### config.mk
export PLATFORM = sky130hd
export DESIGN_NAME = rpfb_framer
export DESIGN_NICKNAME = d
export VERILOG_FILES = /design/src/rtl/rpfb_pkg.sv /design/src/rtl/rpfb_framer.sv
export SDC_FILE = /design/constraint.sdc
export NUM_CORES = 1
export LEC_CHECK = 0
export BUFFER_PORTS_ARGS = -buffer_cell sky130_fd_sc_hd__buf_2
export CAP_MARGIN = 5
export CORE_MARGIN = 3
export CORE_UTILIZATION = 45
export DETAILED_ROUTE_END_ITERATION = 6
export PLACE_DENSITY = 0.72
export SLEW_MARGIN = 10
export SYNTH_ARGS = -nofsm -noshare
export SYNTH_HDL_FRONTEND = slang
export SYNTH_SLANG_ARGS = --single-unit
### constraint.sdc
create_clock -name I_CLOCK -period 7.8 [get_ports I_CLOCK]
set_input_delay 1.17 -clock I_CLOCK [delete_from_list [all_inputs] [get_ports I_CLOCK]]
set_output_delay 1.17 -clock I_CLOCK [all_outputs]
set_load 0.03 [all_outputs]
### src/rtl/rpfb_pkg.sv
// Purpose: shared constants and carriers of the packet framer and buffers
// Assumes: 125 MHz system clock, byte-wide symbol stream towards the modem
// Notes:   register offsets are byte addresses on a 32-bit Avalon-MM slave
package rpfb_pkg;
    // clock and air timing
    localparam int unsigned CLK_HZ       = 125_000_000;
    localparam int unsigned CLK_NS       = 8;
    localparam int unsigned GFSK_BYTE_NS = 8_000;   // 8 bits at 1 Mbps
    localparam int unsigned PN32_BYTE_NS = 32_000;  // one 32-chip symbol
    localparam int unsigned PN64_BYTE_NS = 64_000;  // one 64-chip symbol
    localparam int unsigned GFSK_CYC     = GFSK_BYTE_NS / CLK_NS;
    localparam int unsigned PN32_CYC     = PN32_BYTE_NS / CLK_NS;
    localparam int unsigned PN64_CYC     = PN64_BYTE_NS / CLK_NS;
    // buffered clock output, half periods rounded down
    localparam int unsigned XO_HZ0 = 750_000;
    localparam int unsigned XO_HZ1 = 1_500_000;
    localparam int unsigned XO_HZ2 = 3_000_000;
    localparam int unsigned XO_HZ3 = 6_000_000;
    localparam int unsigned XO_HZ4 = 12_000_000;
    localparam logic [6:0] XO_HALF0 = 7'(CLK_HZ / (2 * XO_HZ0));
    localparam logic [6:0] XO_HALF1 = 7'(CLK_HZ / (2 * XO_HZ1));
    localparam logic [6:0] XO_HALF2 = 7'(CLK_HZ / (2 * XO_HZ2));
    localparam logic [6:0] XO_HALF3 = 7'(CLK_HZ / (2 * XO_HZ3));
    localparam logic [6:0] XO_HALF4 = 7'(CLK_HZ / (2 * XO_HZ4));
    // buffers and framing
    localparam int unsigned BUF_DEPTH  = 16;
    localparam int unsigned MAX_PKT    = 40;
    localparam logic [15:0] CRC_POLY   = 16'h8005;  // x16+x15+x2+1
    localparam logic [15:0] SEED_RST   = 16'h0000;
    localparam logic [7:0]  ACK_LEN    = 8'h00;
    // register map
    localparam logic [4:0] REG_CTRL   = 5'h00;
    localparam logic [4:0] REG_SEED   = 5'h04;
    localparam logic [4:0] REG_TXLEN  = 5'h08;
    localparam logic [4:0] REG_GO     = 5'h0C;
    localparam logic [4:0] REG_TXDATA = 5'h10;
    localparam logic [4:0] REG_RXDATA = 5'h14;
    localparam logic [4:0] REG_STATUS = 5'h18;
    localparam logic [15:0] CTRL_RST  = 16'h0000;
    // status fields
    localparam int unsigned ST_DONE = 0;
    localparam int unsigned ST_CRCE = 1;
    localparam int unsigned ST_OVFL = 2;
    localparam int unsigned ST_BUSY = 3;

    typedef enum logic [1:0] {XF_CLOCK = 2'h0, XF_EXT_AMP_CONTROL = 2'h1, XF_GPIO = 2'h2} rpfb_xfn_e;
    typedef enum logic [2:0] {
        F_IDLE = 3'b000, F_SOP = 3'b001, F_LEN = 3'b011, F_PAY = 3'b010, F_CRC = 3'b110
    } rpfb_fsm_e;

    typedef struct packed {
        logic       sop_pn64;   // start marker code length
        logic       gpio;       // level for gpio use of pins
        logic [2:0] clk_sel;    // 0..4 : 0.75 .. 12 MHz
        rpfb_xfn_e  xfn;        // clock output pin function
        logic       sleep;
        logic       three_wire;
        logic       ack_en;
        logic       seed_zero;  // transmit crc from zero seed
        logic       crc_en;
        logic       pn64;       // body code length in spread mode
        logic       spread;     // eight-bit-per-symbol mode
        logic       rsvd;
    } rpfb_ctrl_s;

    typedef struct packed {
        logic       valid;
        logic       sop;
        logic       spread;
        logic       pn64;
        logic [7:0] data;
    } rpfb_txsym_s;

    typedef struct packed {
        logic       valid;
        logic       sop;
        logic [7:0] data;
    } rpfb_rxsym_s;
endpackage

### src/rtl/rpfb_framer.sv
// Purpose: packet framer with 16-byte transmit and receive buffers
// Assumes: modem delivers and takes one byte-symbol per strobe; pins synchronous
// Notes:   Avalon-MM slave with one wait state on every access
// Functional notes
// - serial data output tristates when three-wire select is 0 and select is high
// - clock pin gives 0.75..12 MHz, amplifier control or gpio; tristates in sleep
// - gfsk mode sends at 1 Mbps with no spreading
// - spread mode maps each eight data bits onto one code symbol
// - spread mode offers 64-chip or 32-chip codes
// - every packet opens with two start symbols on their own code
// - both link ends use the same start marker code length
// - an eight-bit length byte follows the start marker at payload rate
// - receiver ends packet after length bytes plus two crc bytes, or plus one byte with crc disabled
// - transmitter appends a 16-bit crc when enabled
// - crc uses the usb crc16 polynomial with a programmable seed
// - transmitted crc starts from loaded seed or zero, as configured
// - receiver checks crc against both configured seed and zero seed
// - receiver takes packets of any rate without rate setup
// - with auto ack on, an ack packet follows each valid received packet with a nonzero length byte
// - separate 16-byte transmit and receive buffers
// - one burst fills the transmit buffer, then it sends unaided
// - packets up to 40 bytes are supported
// - buffer level flags let the host stream longer packets
// - ack packets leave both buffers untouched
`timescale 1ns/1ps
`default_nettype none
module rpfb_framer #(
    parameter int unsigned GFSK_TICKS = rpfb_pkg::GFSK_CYC,
    parameter int unsigned PN32_TICKS = rpfb_pkg::PN32_CYC,
    parameter int unsigned PN64_TICKS = rpfb_pkg::PN64_CYC
) (
    // clock and reset
    input  wire logic              I_CLOCK,
    input  wire logic              I_RST_N,
    // avalon-mm register slave
    input  wire logic [4:0]        I_AVS_ADDRESS,
    input  wire logic              I_AVS_READ,
    input  wire logic              I_AVS_WRITE,
    input  wire logic [31:0]       I_AVS_WRITEDATA,
    input  wire logic [3:0]        I_AVS_BYTEENABLE,
    output logic      [31:0]       O_AVS_READDATA,
    output logic                   O_AVS_WAITREQUEST,
    // serial data pin
    input  wire logic              I_SS_N,
    input  wire logic              I_SPI_DOUT,
    output logic                   O_MISO,
    output logic                   O_MISO_OE,
    // clock output pin
    output logic                   O_CLKOUT,
    output logic                   O_CLKOUT_OE,
    // modem symbol stream
    output rpfb_pkg::rpfb_txsym_s  O_TX_SYM,
    input  wire rpfb_pkg::rpfb_rxsym_s I_RX_SYM,
    // buffer level flags and transmit busy flag
    output logic                   O_TX_ROOM,
    output logic                   O_RX_READY,
    output logic                   O_TX_BUSY
);
    import rpfb_pkg::*;

    typedef struct packed {
        rpfb_ctrl_s            ctrl;
        logic [15:0]           seed;
        logic [7:0]            tx_len;
        logic                  ack_q;
        logic [31:0]           rdata;
        logic [15:0][7:0]      tx_mem;
        logic [3:0]            tx_wp;
        logic [3:0]            tx_rp;
        logic [4:0]            tx_n;
        logic [15:0][7:0]      rx_mem;
        logic [3:0]            rx_wp;
        logic [3:0]            rx_rp;
        logic [4:0]            rx_n;
        rpfb_fsm_e             tx_st;
        logic [7:0]            tx_cnt;
        logic                  tx_ack;
        logic [13:0]           tick;
        logic [15:0]           tx_crc;
        rpfb_txsym_s           sym;
        rpfb_fsm_e             rx_st;
        logic [7:0]            rx_len;
        logic [7:0]            rx_cnt;
        logic [15:0]           crc_s;
        logic [15:0]           crc_z;
        logic [15:0]           rx_fcs;
        logic                  ack_req;
        logic [2:0]            stat;  // done, crc error, overflow
        logic [6:0]            xo_cnt;
        logic                  xo;
    } rpfb_state_s;

    rpfb_state_s s;
    rpfb_state_s next_s;

    ////////////////////////////////////////////////////////////////////////
    // crc16 over one byte, msb first
    function automatic logic [15:0] crc_byte(input logic [15:0] c, input logic [7:0] d);
        logic [15:0] r;
        r = c;
        for (int i = 7; i >= 0; i--) begin
            r = {r[14:0], 1'b0} ^ ((r[15] ^ d[i]) ? CRC_POLY : 16'h0000);
        end
        return r;
    endfunction

    // symbol period for the code in use
    function automatic logic [13:0] sym_ticks(input logic spr, input logic p64);
        if (!spr) begin
            return 14'(GFSK_TICKS - 1);
        end
        return p64 ? 14'(PN64_TICKS - 1) : 14'(PN32_TICKS - 1);
    endfunction

    function automatic logic [6:0] xo_half(input logic [2:0] sel);
        case (sel)
            3'h0:    return XO_HALF0;
            3'h1:    return XO_HALF1;
            3'h2:    return XO_HALF2;
            3'h3:    return XO_HALF3;
            default: return XO_HALF4;
        endcase
    endfunction

    ////////////////////////////////////////////////////////////////////////
    // bus decode: request accepted on its second cycle
    logic req;
    logic acc;
    logic wr_acc;
    logic tx_push;
    logic rx_pop;
    logic tx_pop;
    logic rx_push;
    logic tick_hit;
    logic [15:0] wmask;

    assign req     = I_AVS_READ | I_AVS_WRITE;
    assign acc     = req & s.ack_q;
    assign wr_acc  = acc & I_AVS_WRITE;
    assign wmask   = {{8{I_AVS_BYTEENABLE[1]}}, {8{I_AVS_BYTEENABLE[0]}}};
    assign tx_push = wr_acc && I_AVS_ADDRESS == REG_TXDATA && I_AVS_BYTEENABLE[0]
                     && s.tx_n != 5'(BUF_DEPTH);
    assign rx_pop  = acc && I_AVS_READ && I_AVS_ADDRESS == REG_RXDATA && s.rx_n != 5'h00;
    assign tick_hit = s.tick == 14'h0000;
    // payload bytes leave the buffer only on a data packet, never on an ack
    assign tx_pop  = s.tx_st == F_PAY && tick_hit && !s.tx_ack && s.tx_n != 5'h00;
    assign rx_push = s.rx_st == F_PAY && I_RX_SYM.valid && !I_RX_SYM.sop
                     && s.rx_n != 5'(BUF_DEPTH) && s.tx_st == F_IDLE;

    ////////////////////////////////////////////////////////////////////////
    // next state
    always_comb begin
        next_s = s;
        next_s.sym.valid = 1'b0;
        // bus handshake and read data
        next_s.ack_q = req & ~s.ack_q;
        if (req && !s.ack_q) begin
            case (I_AVS_ADDRESS)
                REG_CTRL:   next_s.rdata = {17'h00000, s.ctrl};
                REG_SEED:   next_s.rdata = {16'h0000, s.seed};
                REG_TXLEN:  next_s.rdata = {24'h000000, s.tx_len};
                REG_RXDATA: next_s.rdata = {24'h000000, s.rx_mem[s.rx_rp]};
                REG_STATUS: next_s.rdata = {4'h0, s.rx_len, 3'h0, s.rx_n, 3'h0, s.tx_n,
                                            (s.tx_st != F_IDLE), s.stat};
                default:    next_s.rdata = 32'h00000000;
            endcase
        end
        if (wr_acc) begin
            case (I_AVS_ADDRESS)
                REG_CTRL:   next_s.ctrl = (s.ctrl & ~wmask[14:0])
                                          | (I_AVS_WRITEDATA[14:0] & wmask[14:0]);
                REG_SEED:   next_s.seed = (s.seed & ~wmask) | (I_AVS_WRITEDATA[15:0] & wmask);
                REG_TXLEN:  next_s.tx_len = I_AVS_BYTEENABLE[0] ? I_AVS_WRITEDATA[7:0] : s.tx_len;
                REG_STATUS: next_s.stat = s.stat & ~I_AVS_WRITEDATA[2:0];
                default:    next_s.stat = next_s.stat;
            endcase
        end
        // transmit buffer
        if (tx_push) begin
            next_s.tx_mem[s.tx_wp] = I_AVS_WRITEDATA[7:0];
            next_s.tx_wp = s.tx_wp + 4'h1;
        end
        if (tx_pop) begin
            next_s.tx_rp = s.tx_rp + 4'h1;
        end
        next_s.tx_n = s.tx_n + {4'h0, tx_push} - {4'h0, tx_pop};
        // receive buffer
        if (rx_push) begin
            next_s.rx_mem[s.rx_wp] = I_RX_SYM.data;
            next_s.rx_wp = s.rx_wp + 4'h1;
        end
        if (rx_pop) begin
            next_s.rx_rp = s.rx_rp + 4'h1;
        end
        next_s.rx_n = s.rx_n + {4'h0, rx_push} - {4'h0, rx_pop};

        // transmit framer, one symbol per tick
        if (s.tx_st != F_IDLE) begin
            next_s.tick = tick_hit ? s.tick : s.tick - 14'h0001;
        end
        case (s.tx_st)
            F_IDLE: begin
                if (s.ack_req || (wr_acc && I_AVS_ADDRESS == REG_GO && I_AVS_WRITEDATA[0])) begin
                    next_s.tx_st = F_SOP;
                    next_s.tx_ack = s.ack_req;
                    next_s.ack_req = 1'b0;
                    next_s.tx_cnt = 8'h00;
                    next_s.tick = 14'h0000;
                    next_s.tx_crc = s.ctrl.seed_zero ? 16'h0000 : s.seed;
                end
            end
            F_SOP: begin
                if (tick_hit) begin
                    // start marker on its own code length
                    next_s.sym = '{1'b1, 1'b1, s.ctrl.spread, s.ctrl.sop_pn64, 8'h00};
                    next_s.tick = sym_ticks(s.ctrl.spread, s.ctrl.sop_pn64);
                    next_s.tx_cnt = s.tx_cnt + 8'h01;
                    if (s.tx_cnt == 8'h01) begin
                        next_s.tx_st = F_LEN;
                        next_s.tx_cnt = 8'h00;
                    end
                end
            end
            F_LEN, F_PAY: begin
                if (tick_hit && (s.tx_st == F_LEN || s.tx_ack || s.tx_n != 5'h00)) begin
                    // length and payload at the body rate
                    next_s.sym.valid = 1'b1;
                    next_s.sym.sop = 1'b0;
                    next_s.sym.spread = s.ctrl.spread;
                    next_s.sym.pn64 = s.ctrl.pn64;
                    next_s.sym.data = (s.tx_st == F_LEN) ? (s.tx_ack ? ACK_LEN : s.tx_len)
                                      : s.tx_mem[s.tx_rp];
                    next_s.tick = sym_ticks(s.ctrl.spread, s.ctrl.pn64);
                    next_s.tx_crc = crc_byte(s.tx_crc, next_s.sym.data);
                    next_s.tx_cnt = (s.tx_st == F_LEN) ? 8'h00 : s.tx_cnt + 8'h01;
                    if ((s.tx_st == F_LEN && (s.tx_ack || s.tx_len == 8'h00))
                        || (s.tx_st == F_PAY && s.tx_cnt + 8'h01 == s.tx_len)) begin
                        next_s.tx_st = s.ctrl.crc_en ? F_CRC : F_IDLE;
                        next_s.tx_cnt = 8'h00;
                    end else begin
                        next_s.tx_st = F_PAY;
                    end
                end
            end
            F_CRC: begin
                if (tick_hit) begin
                    next_s.sym.valid = 1'b1;
                    next_s.sym.sop = 1'b0;
                    next_s.sym.data = (s.tx_cnt == 8'h00) ? s.tx_crc[15:8] : s.tx_crc[7:0];
                    next_s.tick = sym_ticks(s.ctrl.spread, s.ctrl.pn64);
                    next_s.tx_cnt = s.tx_cnt + 8'h01;
                    if (s.tx_cnt == 8'h01) begin
                        next_s.tx_st = F_IDLE;
                    end
                end
            end
            default: next_s.tx_st = F_IDLE;
        endcase

        // receive framer, paced by the modem strobe so any rate is taken
        if (I_RX_SYM.valid && s.tx_st == F_IDLE) begin
            case (s.rx_st)
                F_IDLE: begin
                    if (I_RX_SYM.sop) begin
                        next_s.rx_st = F_SOP;
                    end
                end
                F_SOP: begin
                    next_s.rx_st = I_RX_SYM.sop ? F_LEN : F_IDLE;
                end
                F_LEN: begin
                    next_s.rx_len = I_RX_SYM.data;
                    next_s.rx_cnt = 8'h00;
                    next_s.crc_s = crc_byte(s.seed, I_RX_SYM.data);
                    next_s.crc_z = crc_byte(16'h0000, I_RX_SYM.data);
                    next_s.rx_st = (I_RX_SYM.data == 8'h00) ? F_CRC : F_PAY;
                end
                F_PAY: begin
                    if (s.rx_n == 5'(BUF_DEPTH) && !rx_pop) begin
                        next_s.stat[ST_OVFL] = 1'b1;
                    end
                    next_s.crc_s = crc_byte(s.crc_s, I_RX_SYM.data);
                    next_s.crc_z = crc_byte(s.crc_z, I_RX_SYM.data);
                    next_s.rx_cnt = s.rx_cnt + 8'h01;
                    if (s.rx_cnt + 8'h01 == s.rx_len) begin
                        next_s.rx_st = F_CRC;
                        next_s.rx_cnt = 8'h00;
                    end
                end
                F_CRC: begin
                    // end of packet inferred from length plus two crc bytes, or one byte when crc is off
                    next_s.rx_fcs = {s.rx_fcs[7:0], I_RX_SYM.data};
                    next_s.rx_cnt = s.rx_cnt + 8'h01;
                    if (s.rx_cnt == 8'h01 || !s.ctrl.crc_en) begin
                        next_s.rx_st = F_IDLE;
                        next_s.stat[ST_DONE] = s.rx_len != 8'h00;
                        if (s.ctrl.crc_en && {s.rx_fcs[7:0], I_RX_SYM.data} != s.crc_s
                            && {s.rx_fcs[7:0], I_RX_SYM.data} != s.crc_z) begin
                            next_s.stat[ST_CRCE] = 1'b1;
                        end else if (s.ctrl.ack_en && s.rx_len != 8'h00) begin
                            next_s.ack_req = 1'b1;
                        end
                    end
                end
                default: next_s.rx_st = F_IDLE;
            endcase
        end

        // buffered clock divider
        if (s.xo_cnt == 7'h00) begin
            next_s.xo_cnt = xo_half(s.ctrl.clk_sel) - 7'h01;
            next_s.xo = ~s.xo;
        end else begin
            next_s.xo_cnt = s.xo_cnt - 7'h01;
        end
    end

    ////////////////////////////////////////////////////////////////////////
    // state register
    always_ff @(posedge I_CLOCK or negedge I_RST_N) begin
        if (!I_RST_N) begin
            s <= '0;
        end else begin
            s <= next_s;
        end
    end

    ////////////////////////////////////////////////////////////////////////
    // outputs
    assign O_AVS_WAITREQUEST = req & ~s.ack_q;
    assign O_AVS_READDATA    = s.rdata;
    assign O_TX_SYM          = s.sym;
    assign O_TX_ROOM         = s.tx_n != 5'(BUF_DEPTH);
    assign O_RX_READY        = s.rx_n != 5'h00;
    assign O_TX_BUSY         = s.tx_st != F_IDLE;
    // gpio level in three-wire mode, else the serial engine's data
    assign O_MISO            = s.ctrl.three_wire ? s.ctrl.gpio : I_SPI_DOUT;
    assign O_MISO_OE         = s.ctrl.three_wire | ~I_SS_N;
    assign O_CLKOUT_OE       = ~s.ctrl.sleep;
    assign O_CLKOUT          = (s.ctrl.xfn == XF_CLOCK) ? s.xo
                             : (s.ctrl.xfn == XF_EXT_AMP_CONTROL) ? (s.tx_st != F_IDLE) : s.ctrl.gpio;

    ////////////////////////////////////////////////////////////////////////
    // checks
    miso_tristate_a: assert property (@(posedge I_CLOCK) disable iff (!I_RST_N)
        (!s.ctrl.three_wire && I_SS_N) |-> !O_MISO_OE)
        else $error("serial data pin driven while deselected");
    clkout_sleep_a: assert property (@(posedge I_CLOCK) disable iff (!I_RST_N)
        s.ctrl.sleep |-> !O_CLKOUT_OE)
        else $error("clock pin driven in sleep");
    gfsk_plain_a: assert property (@(posedge I_CLOCK) disable iff (!I_RST_N)
        (O_TX_SYM.valid && !s.ctrl.spread && !O_TX_SYM.sop) |-> !O_TX_SYM.spread)
        else $error("spreading in gfsk mode");
    sop_then_len_a: assert property (@(posedge I_CLOCK) disable iff (!I_RST_N)
        (s.tx_st == F_SOP && next_s.tx_st == F_LEN) |=> (O_TX_SYM.valid && O_TX_SYM.sop))
        else $error("start marker not sent before length");
    rx_overflow_a: assert property (@(posedge I_CLOCK) disable iff (!I_RST_N)
        (s.rx_st == F_PAY && I_RX_SYM.valid && !I_RX_SYM.sop && s.tx_st == F_IDLE
         && s.rx_n == 5'(BUF_DEPTH) && !rx_pop) |=> s.stat[ST_OVFL])
        else $error("overflow not flagged");
    ack_no_buffer_a: assert property (@(posedge I_CLOCK) disable iff (!I_RST_N)
        (s.tx_ack && s.tx_st != F_IDLE && !tx_push) |=> $stable(s.tx_n))
        else $error("ack packet touched transmit buffer");
    buf_bound_a: assert property (@(posedge I_CLOCK) disable iff (!I_RST_N)
        s.tx_n <= 5'(BUF_DEPTH) && s.rx_n <= 5'(BUF_DEPTH))
        else $error("buffer count past depth");
    bus_wait_a: assert property (@(posedge I_CLOCK) disable iff (!I_RST_N)
        (req && !s.ack_q) |-> (O_AVS_WAITREQUEST ##1 !O_AVS_WAITREQUEST))
        else $error("bus answer not after one wait cycle");
    crc_flag_a: assert property (@(posedge I_CLOCK) disable iff (!I_RST_N)
        (s.rx_st == F_CRC && next_s.rx_st == F_IDLE && s.ctrl.crc_en
         && next_s.rx_fcs != s.crc_s && next_s.rx_fcs != s.crc_z) |=> s.stat[ST_CRCE])
        else $error("crc mismatch not flagged");
endmodule
`default_nettype wire

==> impl_metrics.yaml <==
routing:
  drtIter0Drc: 1179
  routed_wirelength_um: 59700
  drtPass1Iterations: 5
  num_vias: 16500
  ant_nets: 0
  vias_per_cell: 5.83
  drc: 0
  wl_per_cell_um: 21.1
logic_synthesis:
  syn-cell-area_sq_um: 24500
  synthTopCellsByArea: "dfrtp_1 (48%), mux2_2 (13%), mux4_2 (6.1%)"
  synth_cell_types: 84
  syn_inst: 2117
  syn_area_per_cell_sq_um: 11.6
  synth-seq-cells: 472
  synth_edf_count: 0
  synth_top_area_share_pct: 48.3
  yosys_warnings: 0
  synthArstFlopShare_pct: 100
  yosysTopAreaCell: "dfrtp_1"
  synth-seq-area-share_pct: 48.3
  ys.flop_type: "dfrtp_1"
worst_setup_path:
  cp.required_ns: 8.29
  critPathArrivalTime_ns: 4.69
  crit_top_cell: "inv_1"
  cp_max_fo: 16
  start_kind: "flip-flop"
  crit_family: "simple AND/OR/NAND/NOR gates"
  r2r_slack_ns: 3.61
  crit_slowest_cell: "nor4_2"
  path_buf_inv: 4
  critPathCaptureType: "flip-flop"
  cpPeakStageDelay_ns: 0.84
  path_cells: "or2_2 -> nor2_4 -> nand2_1 -> nor4_2 -> inv_1 -> ha_1 -> inv_1 -> ha_1 -> inv_1 -> fa_1 -> inv_1 -> a21oi_1 -> nor2_1 -> nor2_1 -> xnor2_1"
  worstSetupPathType: "reg2reg"
sta:
  post-route-period-util_pct: 53.8
  slew_headroom_pct: 19.4
  rsz0062_at_grt: "false"
  drv_slew: 0
  fmax_mhz: 238
  tightest_slew_ns: 1.21
  finalSetupViolations: 0
  final-hold-violation-count: 0
  finalCriticalPeriod_ns: 4.19
  final.setup.tns_ns: 0
  finalClockSkew_ns: 0.0404
power:
  leakagePower_nw: 12.6
  vdd_drop_max_mv: 0.246
  p_per_area_nw_per_um2: 211
  p_total_mw: 5.67
floorplan:
  initial_core_util_pct: 46.0
  rows: 84
  die-area_sq_um: 57200
  ios: 109
  die_w_um: 239
  core_area_sq_um: 53200
  die_h_um: 239
clocking:
  cts.path.max_buffers: 3
  postCtsSetupBuffers: 0
  clkTransAtPathRegs_ns: 0.06
  post_cts_resized: 0
  cts_inserted_buffers: 51
  cts_tree: "built"
  h-tree-depth: 2
  cts.sinks: 472
  cts-hold-fix-buffers: 0
  ctsRootBufferMaster: "clkbuf_16"
  clk-insertion-delay-late_ns: 0.63
layout:
  syn2layout_area_growth_pct: 9.85
  fill_cells: 4612
  antenna_cells: 0
  layout_common_cells: "dfrtp_1 (470), mux2_2 (278), nand2_1 (220)"
  drive_above_1_share_pct: 26.1
  layout_commonest_cell: "dfrtp_1"
  multi_input_area_sq_um: 11600
  nets: 2195
  regArea_sq_um: 11800
global_route:
  grt_pass1_vias: 16700
  grtUsageTotal_pct: 20.9
  grt_pass1_wl_um: 94600
  antenna_found_initial: 2
  grt_overflow: 0
  grt_max_degree: 141
flow_run:
  maxCapViolCount: 0
placement:
  place_hpwl_um: 41600
  routabilityCongestion: 0.884
  io_buffers: 83
hold_path:
  hp-class: "reg2reg"
outcome:
  status: "completed"
[stage by stage]
stage	utilization, %	area, sq um	hold WS, ns	cells	setup WS [ns]
floorplan	-	24500	0.429	2123	4.16
global placement	47.1	25100	0.446	2738	3.43
detailed placement	47.1	25100	0.465	2738	3.45
CTS	50.5	26900	0.474	2832	3.61
global route	50.5	26900	0.490	2832	3.31
finish	50.5	26900	0.477	2832	3.61
[cell usage after synthesis (4+ instances only)]
cell        n
or2_2       7
mux2i_1    36
dfrtp_1   472
buf_1      12
and3_1     13
nor4_1     21
o21a_1      4
nor3_1     20
xnor3_1     6
or4_1       6
and2_1     17
nand2_1   220
nand2b_1   10
inv_1      54
mux4_2     66
nor2b_1    12
a22oi_1     9
o22ai_1     4
a21oi_1    82
a211oi_1    4
buf_2       9
clkbuf_1  101
buf_4      45
xnor2_1   107
o21ai_0   146
mux2_2    278
xor2_1     70
nor3b_1    13
a22o_1     28
nand3_1    28
a31oi_1     9
nor2_1     67
nand4_1    13
a222oi_1    7
a21o_1     10
or3_1       5
ha_1       33
[per-layer routing]
metal | wire length (um) | global-route usage (%)
met3 | 3620 | 3.44
met1 | 25700 | 28.4
met5 | 17 | 0
met4 | 1520 | 6.38
met2 | 28900 | 34.8
[flip-flops by register name, indices dropped and copies added, names as in the netlist, named ones only]
| name | cells |
|---|---|
| O_TX_SYM | 12 |
| O_AVS_READDATA | 25 |
| s | 404 |
[kinds of logic (layout without fill, tap and decap cells)]
kind of cell    Yosys count  after routing  synth area share, %
other cells               1              7               0.0153
buf+inv                 228            249                 4.44
xor+xnor                189            189                 7.38
mux                     381            381                 20.4
flops                   472            472                 48.3
simple gates            473            473                 9.28
compound gates          338            338                 8.38
fa+ha+maj                35             35                 1.85
[cell type report]
type | count | area share (%)
Clock buffer | 74 | 5.63
Tap cell | 688 | 3.20
Multi-Input combinational cell | 1423 | 43.2
Sequential cell | 472 | 43.9
Inverter | 56 | 0.782
Timing Repair Buffer | 99 | 2.12
Clock inverter | 20 | 1.13
[power breakdown]
part	total, mW	switching (mW)	internal (mW)
clock	2.56	1.04	1.52
sequential	2.58	0.0762	2.50
combinational	0.537	0.318	0.219
total	5.67	1.43	4.24
[worst reg2reg max path, cell delays in order, from the launching register on]
cell and delay, ns:
dfrtp_1 0.52, or2_2 0.38, nor2_4 0.30, nand2_1 0.19
nor4_2 0.84, inv_1 0.38, ha_1 0.38, inv_1 0.06
ha_1 0.15, inv_1 0.06, fa_1 0.43, inv_1 0.07
a21oi_1 0.06, nor2_1 0.08, nor2_1 0.05, xnor2_1 0.12
[final timing paths]
check	from	end	depth (start not counted)
worst min-delay path	O_TX_SYM[10]$_DFFE_PN0P_	O_TX_SYM[10]$_DFFE_PN0P_	2
worst min register to register	O_TX_SYM[10]$_DFFE_PN0P_	O_TX_SYM[10]$_DFFE_PN0P_	2
worst max register to register	s[131]$_DFFE_PN0P_	s[137]$_DFF_PN0_	15
max in group asynchronous	I_RST_N	s[383]$_DFFE_PN0P_	2
worst max-delay path	s[131]$_DFFE_PN0P_	s[137]$_DFF_PN0_	15
min in group asynchronous	I_RST_N	s[116]$_DFF_PN0_	1
Note: power is estimated with default switching activity, not from simulation.
